$ cat config.mk
export PLATFORM = sky130hd
export DESIGN_NAME = scdiv_top
export DESIGN_NICKNAME = d
export VERILOG_FILES = /design/src/scdiv_pkg.sv /design/src/scdiv_ripple.sv /design/src/scdiv_top.sv
export SDC_FILE = /design/constraint.sdc
export NUM_CORES = 1
export LEC_CHECK = 0
export BUFFER_PORTS_ARGS = -buffer_cell sky130_fd_sc_hd__buf_2
export CAP_MARGIN = 15
export CORE_ASPECT_RATIO = 0.6
export CORE_MARGIN = 1
export CORE_UTILIZATION = 35
export DETAILED_ROUTE_END_ITERATION = 16
export GPL_ROUTABILITY_DRIVEN = 0
export PLACE_DENSITY = 0.63
export SYNTH_ARGS = -nofsm -noshare
export SYNTH_HDL_FRONTEND = slang
export SYNTH_SLANG_ARGS = --single-unit
$ cat constraint.sdc
create_clock -name sys_clk_i -period 3.83 [get_ports sys_clk_i]
set_input_delay 0.5745 -clock sys_clk_i [delete_from_list [all_inputs] [get_ports sys_clk_i]]
set_output_delay 0.5745 -clock sys_clk_i [all_outputs]
set_load 0.02 [all_outputs]
$ cat src/scdiv_pkg.sv
package scdiv_pkg;
  // register byte addresses on the plain register port
  localparam logic [7:0] ADDR_TRIM = 8'h00;
  localparam logic [7:0] ADDR_CTRL = 8'h04;
  localparam logic [7:0] ADDR_OSC_CFG = 8'h08;
  // divider control register fields
  localparam int UNLOCK_BIT = 7;
  localparam int SEL_W = 4;
  localparam logic [7:0] UNLOCK_ONLY = 8'h80;
  localparam logic [7:0] SEL_FIELD = 8'h0F;
  // reset values and maximum code of divide_select
  localparam logic [3:0] SEL_RESET_PLAIN = 4'h0;
  localparam logic [3:0] SEL_RESET_DIV8 = 4'h3;
  localparam logic [3:0] SEL_MAX = 4'h8;
  // unlock window length in divided clock cycles
  localparam logic [2:0] UNLOCK_CYCLES = 3'h4;
  // ripple counter width, enough for divide by 256
  localparam int CNT_W = 8;
  // oscillator config register bits
  localparam int SRC_RC_BIT = 0;
  localparam int EXT_CLK_BIT = 1;
  // trim range bit position
  localparam int TRIM_RANGE_BIT = 7;
  // neutral factory trim default, arbitrary value
  localparam logic [7:0] TRIM_FACTORY_DEF = 8'h80;
endpackage : scdiv_pkg

$ cat src/scdiv_ripple.sv
`timescale 1ns/1ps
// free running divide counter on the undivided source clock
module scdiv_ripple #(
  parameter int WIDTH = scdiv_pkg::CNT_W
) (
  input wire logic sys_clk_i,            // undivided source clock
  input wire logic reset_i,              // async reset, active high
  output logic [WIDTH-1:0] count_o       // count state, internal only
);
  logic [WIDTH-1:0] count;
  logic [WIDTH-1:0] next_count;

  // count up; bit k toggles at source / 2^(k+1)
  always_comb
  begin
    next_count = count + WIDTH'(1);
  end

  always_ff @(posedge sys_clk_i or posedge reset_i)
  begin
    if (reset_i)
      count <= '0;
    else
      count <= next_count;
  end

  assign count_o = count;
endmodule : scdiv_ripple

$ cat src/scdiv_top.sv
// Our own choices: the register addresses and the plain strobed port.
`timescale 1ns/1ps
// Summary of operation
// - system clock enable follows divide_select
// - switch division only at aligned tick
// - no intermediate rate above old or new
// - new division active at the next tick of the slower code
// - ripple counter on source clock, unreadable
// - unlock sets only with other bits zero
// - unlock clears after four cycles or select
// - repeated unlock neither extends nor clears
// - codes 0..8 divide by 2^code; rest reserved
// - reset select from divide-by-eight fuse
// - any select value accepted at run time
// - factory trim loaded at reset
// - trim bit 7 picks oscillator range
// - trim bits 6..0 tune within range
// - timer oscillator only with RC source
module scdiv_top #(
  parameter logic [7:0] FACTORY_TRIM = scdiv_pkg::TRIM_FACTORY_DEF
) (
  input wire logic sys_clk_i,            // undivided source clock
  input wire logic reset_i,              // chip reset, active high
  input wire logic divide_by_eight_fuse_i, // fuse programmed when high
  input wire logic rc_source_sel_i,      // system runs on internal rc
  input wire logic [7:0] addr_i,         // register byte address
  input wire logic [7:0] wdata_i,        // write data
  input wire logic wr_i,                 // write strobe
  input wire logic rd_i,                 // read strobe
  output logic [7:0] rdata_o,            // read data, cycle after rd_i
  output logic sys_clk_en_o,             // one source cycle per tick
  output logic [3:0] divide_select_o,    // active division code
  output logic [7:0] rc_osc_trim_o,      // trim word to oscillator
  output logic trim_range_bit_o,         // high range when set
  output logic [6:0] trim_fine_o,        // fine tune within range
  output logic timer_osc_enable_o,       // timer osc allowed on pins
  output logic timer_external_clock_select_o // timer takes ext clock
);
  logic [scdiv_pkg::CNT_W-1:0] count;
  logic first_cycle;
  logic next_first_cycle;
  logic [3:0] sel_req;
  logic [3:0] next_sel_req;
  logic [3:0] sel_act;
  logic [3:0] next_sel_act;
  logic unlock;
  logic next_unlock;
  logic [2:0] unlock_cnt;
  logic [2:0] next_unlock_cnt;
  logic [7:0] trim;
  logic [7:0] next_trim;
  logic ext_clk_sel;
  logic next_ext_clk_sel;
  logic [7:0] rdata;
  logic [7:0] next_rdata;
  logic tick_act;
  logic tick_req;
  logic wr_ctrl;

  // true when count is aligned to a period of the given code
  function automatic logic tick_of(input logic [3:0] code,
                                   input logic [scdiv_pkg::CNT_W-1:0] c);
    logic [scdiv_pkg::CNT_W-1:0] mask;
    mask = '0;
    if (code <= scdiv_pkg::SEL_MAX)
      mask = scdiv_pkg::CNT_W'((9'h001 << code) - 9'h001);
    else
      mask = '1; // reserved codes run at the slowest rate
    tick_of = ((c & mask) == mask);
  endfunction : tick_of

  scdiv_ripple #(
    .WIDTH(scdiv_pkg::CNT_W)
  ) u_ripple (
    .sys_clk_i(sys_clk_i),
    .reset_i(reset_i),
    .count_o(count)
  );

  assign tick_act = tick_of(sel_act, count);
  assign tick_req = tick_of(sel_req, count);
  assign wr_ctrl = wr_i && (addr_i == scdiv_pkg::ADDR_CTRL);

  assign sys_clk_en_o = tick_act;
  assign divide_select_o = sel_act;

  // decoded bus events shared by the register groups below
  logic [3:0] strap_sel;
  logic unlock_wr;
  logic sel_wr;
  logic window_end;
  logic trim_wr;
  logic cfg_wr;

  // fuse strap; only looked at while first_cycle is high
  assign strap_sel = divide_by_eight_fuse_i ? scdiv_pkg::SEL_RESET_DIV8
                                            : scdiv_pkg::SEL_RESET_PLAIN;
  assign unlock_wr = wr_ctrl && (wdata_i == scdiv_pkg::UNLOCK_ONLY);
  // select write needs an open window and a clear unlock bit
  assign sel_wr = wr_ctrl && unlock && !wdata_i[scdiv_pkg::UNLOCK_BIT];
  assign window_end = unlock && tick_act
                      && (unlock_cnt == scdiv_pkg::UNLOCK_CYCLES - 3'h1);
  assign trim_wr = wr_i && (addr_i == scdiv_pkg::ADDR_TRIM);
  assign cfg_wr = wr_i && (addr_i == scdiv_pkg::ADDR_OSC_CFG);

  // first cycle after release; strap and factory trim are taken here
  // so that the async reset branches load constants only
  always_comb
  begin
    next_first_cycle = 1'b0;
  end

  always_ff @(posedge sys_clk_i or posedge reset_i)
  begin
    if (reset_i)
      first_cycle <= 1'b1;
    else
      first_cycle <= next_first_cycle;
  end

  // unlock window; a stray write cannot open it
  always_comb
  begin
    next_unlock = unlock;
    next_unlock_cnt = unlock_cnt;
    if (unlock && tick_act)
      next_unlock_cnt = unlock_cnt + 3'h1;
    if (window_end)
    begin
      next_unlock = 1'b0;
      next_unlock_cnt = '0;
    end
    if (unlock_wr && !unlock)
    begin
      next_unlock = 1'b1;
      next_unlock_cnt = '0;
    end
    if (sel_wr)
    begin
      next_unlock = 1'b0;
      next_unlock_cnt = '0;
    end
  end

  always_ff @(posedge sys_clk_i or posedge reset_i)
  begin
    if (reset_i)
    begin
      unlock <= 1'b0;
      unlock_cnt <= '0;
    end
    else
    begin
      unlock <= next_unlock;
      unlock_cnt <= next_unlock_cnt;
    end
  end

  // requested and active division codes
  always_comb
  begin
    next_sel_req = sel_req;
    next_sel_act = sel_act;
    if (first_cycle)
    begin
      next_sel_req = strap_sel;
      next_sel_act = strap_sel;
    end
    if (sel_wr)
      next_sel_req = wdata_i[scdiv_pkg::SEL_W-1:0];
    // switch when both old and new periods end together
    // so no shortened period appears and the change lands within one
    // old plus at most two new periods
    if (sel_req != sel_act && tick_act && tick_req)
      next_sel_act = sel_req;
  end

  // requested code is held apart from the active one so that a write
  // never cuts the running period short
  always_ff @(posedge sys_clk_i or posedge reset_i)
  begin
    if (reset_i)
    begin
      sel_req <= scdiv_pkg::SEL_RESET_PLAIN;
      sel_act <= scdiv_pkg::SEL_RESET_PLAIN;
    end
    else
    begin
      sel_req <= next_sel_req;
      sel_act <= next_sel_act;
    end
  end

  // oscillator trim word; software may retune after reset
  always_comb
  begin
    next_trim = trim;
    if (first_cycle)
      next_trim = FACTORY_TRIM;
    if (trim_wr)
      next_trim = wdata_i;
  end

  always_ff @(posedge sys_clk_i or posedge reset_i)
  begin
    if (reset_i)
      trim <= scdiv_pkg::TRIM_FACTORY_DEF;
    else
      trim <= next_trim;
  end

  // timer clock source choice, stored even while gated off
  always_comb
  begin
    next_ext_clk_sel = ext_clk_sel;
    if (cfg_wr)
      next_ext_clk_sel = wdata_i[scdiv_pkg::EXT_CLK_BIT];
  end

  always_ff @(posedge sys_clk_i or posedge reset_i)
  begin
    if (reset_i)
      ext_clk_sel <= 1'b0;
    else
      ext_clk_sel <= next_ext_clk_sel;
  end

  // read data; zero outside the cycle after a read strobe
  always_comb
  begin
    next_rdata = '0;
    if (rd_i)
    begin
      unique case (addr_i)
        scdiv_pkg::ADDR_TRIM: next_rdata = trim;
        scdiv_pkg::ADDR_CTRL: next_rdata = {unlock, 3'h0, sel_req};
        scdiv_pkg::ADDR_OSC_CFG:
          next_rdata = {6'h00, ext_clk_sel, rc_source_sel_i};
        default: next_rdata = '0; // unmapped reads return zero
      endcase
    end
  end

  always_ff @(posedge sys_clk_i or posedge reset_i)
  begin
    if (reset_i)
      rdata <= '0;
    else
      rdata <= next_rdata;
  end

  // read port and trim fields
  assign rdata_o = rdata;
  assign rc_osc_trim_o = trim;
  assign trim_range_bit_o = trim[scdiv_pkg::TRIM_RANGE_BIT];
  assign trim_fine_o = trim[scdiv_pkg::TRIM_RANGE_BIT-1:0];
  // timer osc pins only with rc source
  assign timer_osc_enable_o = rc_source_sel_i;
  assign timer_external_clock_select_o = ext_clk_sel && rc_source_sel_i;
endmodule : scdiv_top

==> impl_results.md, run 1 <==
* Worst Setup Start Kind: register
* CP max FO at 14
* Vias post-DR at 1843
* Initial Util at 37.22%
* Worst r2r src: divide_select_o[3]$_DFFE_PP0P_
* Placed cell areas at 2532 µm²
* Commonest non-fill, non-tap cell in the layout: buf_2
* Drt first pass iters at 4
* Area contributors post-synth: dfrtp_1, nand2_1, mux2i_1, nor2_1, buf_4
* Yosys warns at 0
* Mapped Area at 2336 µm²
* Sequential area share after synthesis at 40.81%
* Mean area per synthesized cell at 9.496 µm²
* # diodes at 0
* FMAX at 0.2867 GHz
* Total Nets Final at 310
* Type of destination of the critical path: output port
* Die area at 7016 µm²
* Largest net degree at the start of global routing at 39
* Worst-path clk slew at 0.07 ns
* Most frequently used flop master after synthesis: dfrtp_1
* Layout cells sized above 1 at 29.12%
* Final Hold Viols at 0
* GRT overflow at 0
* Post-CTS Setup Inserts at 0
* Die Height at 65.28 µm
* Yosys reg bits at 38
* Fin area at 2624 µm²
* Worst skew pair latency at 0.29 ns
* Peak supply drop at 0.1606 mV
* Max-Cap Viols at 0
* Crit path from: divide_select_o[3]$_DFFE_PP0P_
* Num rows at 22
* CTS root buffer: clkbuf_8
* DR vias/cell at 4.995
* Initial DRC count at 64
* Clock skew at 0.004636 ns
* Final WL at 5.093 mm
* PortBufs at 52
* Share of the synthesized area in the top cell type at 38.56%
* Fin. max-slew vios at 0
* Gr usage total at 15.90%
* Relative slew slack at 43.19%
* Static Leak at 1.301 nW
* Cells after Synth at 246
* Crit path required time at 3.26 ns
* CTS buffer count at 5
* CTS sink cnt at 38
* CTS tree: yes
* Vias in the first global route at 1720
* H-tree levels at 2
* Most frequent cells in the layout: buf_2, dfrtp_1, nand2_1
* Worst R2R End: divide_select_o[0]$_DFFE_PP0P_
* Post-cts hold buffer count at 0
* CTS max path bufs at 2
* EDFF count, synth at 0
* Detailed placement HPWL at 3.727 mm
* # setup viols final at 0
* Status: completed
* First-pass GRT wire length at 8.604 mm
* Worst R2R Setup Slack at 0.80 ns
* Top Ports at 53
* Antenna violations before repair at 0
* Tcrit/Tclk final at 91.06%
* CTS resizes at 0
* Cell taking the most area after synthesis: dfrtp_1
* Core region area at 6276 µm²
* Setup TNS at 0 ns
* Worst hold path type: primary input to asynchronous set/reset pin
* Reg2Reg Depth at 8
* Crit Path Class: register to output port
* Measured slew at the worst slew-check pin at 0.8457 ns
* Net Count, Synth at 272
* Post-Route Utilization at 41.81%
* Arrival time of the worst setup path at 2.91 ns
* Number of distinct library cells after synthesis at 53
* Die Width at 107.5 µm
* RSZ-0062 raised after global routing: false
* Power Density at 323.2 nW/µm²
* Antenna Violating Nets Remaining at 0
* Area delta synth->final at 12.32%
* DRC at 0
* Ys async rst share at 100.0%
* Crit path time final at 3.487 ns
* Routed WL per cell at 13.80 µm
[cell usage after synthesis, drive strengths merged (3+ instances only)]
cell,n
a21oi,10
and2,4
buf,14
clkbuf,8
dfrtp,36
ha,4
inv,9
mux2,7
mux2i,9
nand2,31
nand2b,3
nand3,5
nand3b,9
nand4,3
nor2,24
nor2b,4
nor3,4
nor4,3
o21a,3
o21ai,11
xnor2,4
xor2,6
[per-stage QoR]
step / hold WS, ns / cells / power [mW] / setup WS [ns]
after detailed placement: 0.4671 / 361 / 0.5730 / 0.6478
after floorplan: 0.4420 / 246 / 0.5419 / 0.8148
after global placement: 0.4607 / 361 / 0.5715 / 0.6870
final: 0.3831 / 369 / 0.8480 / 0.3425
after global routing: 0.4410 / 369 / 0.8924 / 0.1947
after CTS: 0.4069 / 369 / 0.8587 / 0.3178
[kinds of logic (layout without fill, tap and decap cells)]
kind of cell | count (synthesis) | in the layout | share of synthesized area (%)
adders and majority gates | 4 | 4 | 2.143
AOI/OAI and AO/OA | 41 | 41 | 12.32
xor gates and xnor gates | 10 | 10 | 3.749
muxes | 16 | 16 | 7.713
buffers and inverters | 31 | 70 | 8.998
DFF | 38 | 38 | 40.81
other | 1 | 1 | 0.1605
and+or+nand+nor | 105 | 105 | 24.10
[final cells by class]
cell class	instances	area, µm²
clock buffers	7	86.33
clock inverters	1	5.005
fillers	656	3652
inverters	9	33.78
multi-input cells	177	1172
flip-flops and latches	38	953.4
well taps	84	105.1
repair buffers	53	267.8
[worst max path at each step]
stage / endpoint / slack [ns] / cells past startpoint
6_report: sys_clk_en_o / 0.34 / 7
5_1_grt: sys_clk_en_o / 0.19 / 7
4_1_cts: sys_clk_en_o / 0.32 / 7
3_5_place_dp: sys_clk_en_o / 0.65 / 7
3_3_place_gp: sys_clk_en_o / 0.69 / 7
2_1_floorplan: divide_select_o[0]$_DFFE_PP0P_ / 0.81 / 9
[state kept, by name, summed over array words and instances, names as in the netlist]
name,flops
first_cycle,1
u_ripple.count_o,8
unlock,1
divide_select_o,4
unlock_cnt,3
rdata_o,8
sel_req,4
rc_osc_trim_o,8
ext_clk_sel,1
[critical path, stage by stage, from the launching register on]
cell and delay, ns:
dfrtp_1 0.55, or4_2 0.72, ha_1 0.29, or2_2 0.29, o32ai_1 0.11, o32a_1 0.20, o311a_2 0.27, buf_2 0.19
[where the power goes]
group	internal, mW	switching (mW)
logic	0.0649	0.0747
registers	0.407	0.0176
clock network	0.145	0.138
total	0.617	0.231
[per-layer routing]
metal	share of wire (%)	wire (µm)	vias up	global-route usage [%]
li1	-	-	918	-
met4	0.75	38	0	4.795
met1	55	2784	889	24.14
met2	40	2045	32	21.69
met3	4.4	224	4	3.968
met5	0	0	-	0
(Power assumes the default switching activity.)
==> run 2: changes to the inputs <==
- GPL_ROUTABILITY_DRIVEN: 0 -> default
- PLACE_DENSITY: 0.63 -> 0.66
==> run 2 against run 1 <==
Via count is 2.2% higher. Core utilization grew 0.82 points. First-iteration DRC count is 30% higher. Wire length is 1.0% higher. Hold slack improved by 0.089 ns. Clock power up 48%. Combinational power is essentially flat. Count of clock-buffer cells in the layout down 1. Fmax fell by 0.59%. Sequential power hardly changed. Global-route usage shrank 0.30 points. Critical endpoint unchanged. Largest cell class unchanged. Largest power group unchanged. Highest routed layer unchanged.
==> impl_results.md, run 2 (synthesis results as in run 1) <==
* Worst-path clk slew at 0.07 ns (about the same)
* Die area at 7016 µm² (unchanged)
* Vias in the first global route at 1659 (was 1720)
* Worst hold path type: register to register (was primary input to asynchronous set/reset pin)
* Crit-path max cell delay at 0.72 ns (about the same)
* FMAX at 0.2850 GHz (was 0.2867 GHz)
* Fin. max-slew vios at 0 (unchanged)
* Worst skew pair latency at 0.28 ns (was 0.29 ns)
* Antenna violations before repair at 0 (unchanged)
* Crit-path cells: or4_2 > ha_1 > or2_2 > o32ai_1 > o32a_1 > o311a_2 > buf_2 (unchanged)
* PortBufs at 52 (unchanged)
* Crit path time final at 3.508 ns (was 3.487 ns)
* Num rows at 22 (unchanged)
* Peak supply drop at 0.1684 mV (was 0.1606 mV)
* Relative slew slack at 38.17% (was 43.19%)
* Die Width at 107.5 µm (unchanged)
* # diodes at 0 (unchanged)
* Area delta synth->final at 14.52% (was 12.32%)
* H-tree levels at 2 (unchanged)
* Initial Util at 37.22% (unchanged)
* CP top delay family: simple AND/OR/NAND/NOR gates (unchanged)
* Most frequent cells in the layout: buf_2, dfrtp_1, nand2_1 (unchanged)
* Arrival time of the worst setup path at 2.93 ns (was 2.91 ns)
* CTS max path bufs at 2 (unchanged)
* RSZ-0062 raised after global routing: false (unchanged)
* Layout cells sized above 1 at 29.47% (was 29.12%)
* Final Power at 0.9851 mW (was 0.8480 mW)
* Clock skew at 0.004338 ns (was 0.004636 ns)
* Top Ports at 53 (unchanged)
* Final WL at 5.146 mm (was 5.093 mm)
* Max-Cap Viols at 0 (unchanged)
* Largest net degree at the start of global routing at 26 (was 39)
* Worst path slowest cell: or4_2 (unchanged)
* Die Height at 65.28 µm (unchanged)
* Power Density at 368.2 nW/µm² (was 323.2 nW/µm²)
* Final Hold Viols at 0 (unchanged)
* # setup viols final at 0 (unchanged)
* Drt first pass iters at 4 (unchanged)
* Antenna Violating Nets Remaining at 0 (unchanged)
* CP max FO at 14 (unchanged)
* Post-Layout Cell Count at 369 (unchanged)
* First-pass GRT wire length at 8.369 mm (was 8.604 mm)
* Initial DRC count at 83 (was 64)
* Commonest non-fill, non-tap cell in the layout: buf_2 (unchanged)
* Core region area at 6276 µm² (unchanged)
* Measured slew at the worst slew-check pin at 0.9264 ns (was 0.8457 ns)
* CTS resizes at 0 (unchanged)
* Buf/Inv on CP at 1 (unchanged)
* Static Leak at 1.324 nW (was 1.301 nW)
* Detailed placement HPWL at 3.929 mm (was 3.727 mm)
* Final Wtd Congestion at 0.7787
* Crit path required time at 3.26 ns (about the same)
* DR vias/cell at 5.103 (was 4.995)
* Vias post-DR at 1883 (was 1843)
* CTS buffer count at 5 (unchanged)
* Worst Setup Start Kind: register (unchanged)
* GRT overflow at 0 (unchanged)
* CTS tree: yes (unchanged)
* Routed WL per cell at 13.95 µm (was 13.80 µm)
* Post-CTS Setup Inserts at 0 (unchanged)
* Post-cts hold buffer count at 0 (unchanged)
* Status: completed (unchanged)
* Fillers at 620 (was 656)
* CTS sink cnt at 38 (unchanged)
* CTS root buffer: clkbuf_8 (unchanged)
* Type of destination of the critical path: output port (unchanged)
* Total Nets Final at 310 (unchanged)
* DRC at 0 (unchanged)
* Tcrit/Tclk final at 91.60% (was 91.06%)
* Dpl cells at 361 (unchanged)
* Setup TNS at 0 ns (unchanged)
* Crit Path Class: register to output port (unchanged)
* Gr usage total at 15.60% (was 15.90%)
==> run 2: cell types whose count changed in the layout (fill, tap and decap cells not counted) <==
cell / previous run / this run
bufinv_16: 0 / 2
clkbuf_1: 1 / 0
clkinv_2: 1 / 0
==> run 2: layout make-up <==
| cell class | count | area (µm²) | share of cell area [%] |
|---|---|---|---|
| Sequential cell | 38 | 953.4 | 35.64 |
| Timing Repair Buffer | 53 | 267.8 | 10.01 |
| Multi-Input combinational cell | 177 | 1172 | 43.83 |
| Clock buffer | 6 | 82.58 | 3.087 |
| Inverter | 9 | 33.78 | 1.263 |
| Tap cell | 84 | 105.1 | 3.929 |
| Clock inverter | 2 | 60.06 | 2.245 |
==> run 2: metrics by stage <==
stage	worst slack (ns)	hold slack, ns	cell area [µm²]	util [%]
after CTS	0.3188	0.4750	2675	42.62
after global routing	0.2136	0.4939	2675	42.62
after detailed placement	0.6390	0.4650	2532	40.35
after floorplan	0.8148	0.4420	2336	-
after global placement	0.6841	0.4599	2532	40.35
final	0.3218	0.4719	2675	42.62
==> run 2: layer usage <==
metal	vias up	track usage (%)	wire length, µm
met5	-	0	0
met4	0	3.082	26
met3	2	4.167	320
met2	56	21.61	2014
met1	901	23.87	2785
li1	924	-	-
==> run 2: final timing paths <==
check | start | to | slack (ns) | cells after the start
max | divide_select_o[3]$_DFFE_PP0P_ | sys_clk_en_o | 0.32 | 7
min | u_ripple.count_o[7]$_DFF_PP0_ | u_ripple.count_o[7]$_DFF_PP0_ | 0.47 | 1
max reg2reg | divide_select_o[3]$_DFFE_PP0P_ | divide_select_o[2]$_DFFE_PP0P_ | 0.78 | 8
min reg2reg | u_ripple.count_o[7]$_DFF_PP0_ | u_ripple.count_o[7]$_DFF_PP0_ | 0.47 | 1
max in group asynchronous | reset_i | rc_osc_trim_o[7]$_DFFE_PP1P_ | 2.54 | 3
min in group asynchronous | reset_i | divide_select_o[1]$_DFFE_PP0P_ | 0.48 | 2
==> run 2: worst register-to-register path, cell delays in order, from the launching register on <==
cell and delay (ns):
dfrtp_1 0.54, or4_2 0.72, ha_1 0.31, or2_2 0.30
o32ai_1 0.10, o32a_1 0.22, o311a_2 0.28, nand4_4 0.15
mux2_4 0.33
==> run 2: where the power goes <==
part	internal (mW)	total (mW)	leakage [nW]	switching, mW
combinational	0.0649	0.141	0.751	0.0764
clock	0.278	0.419	0.0714	0.141
sequential	0.407	0.425	0.502	0.0178
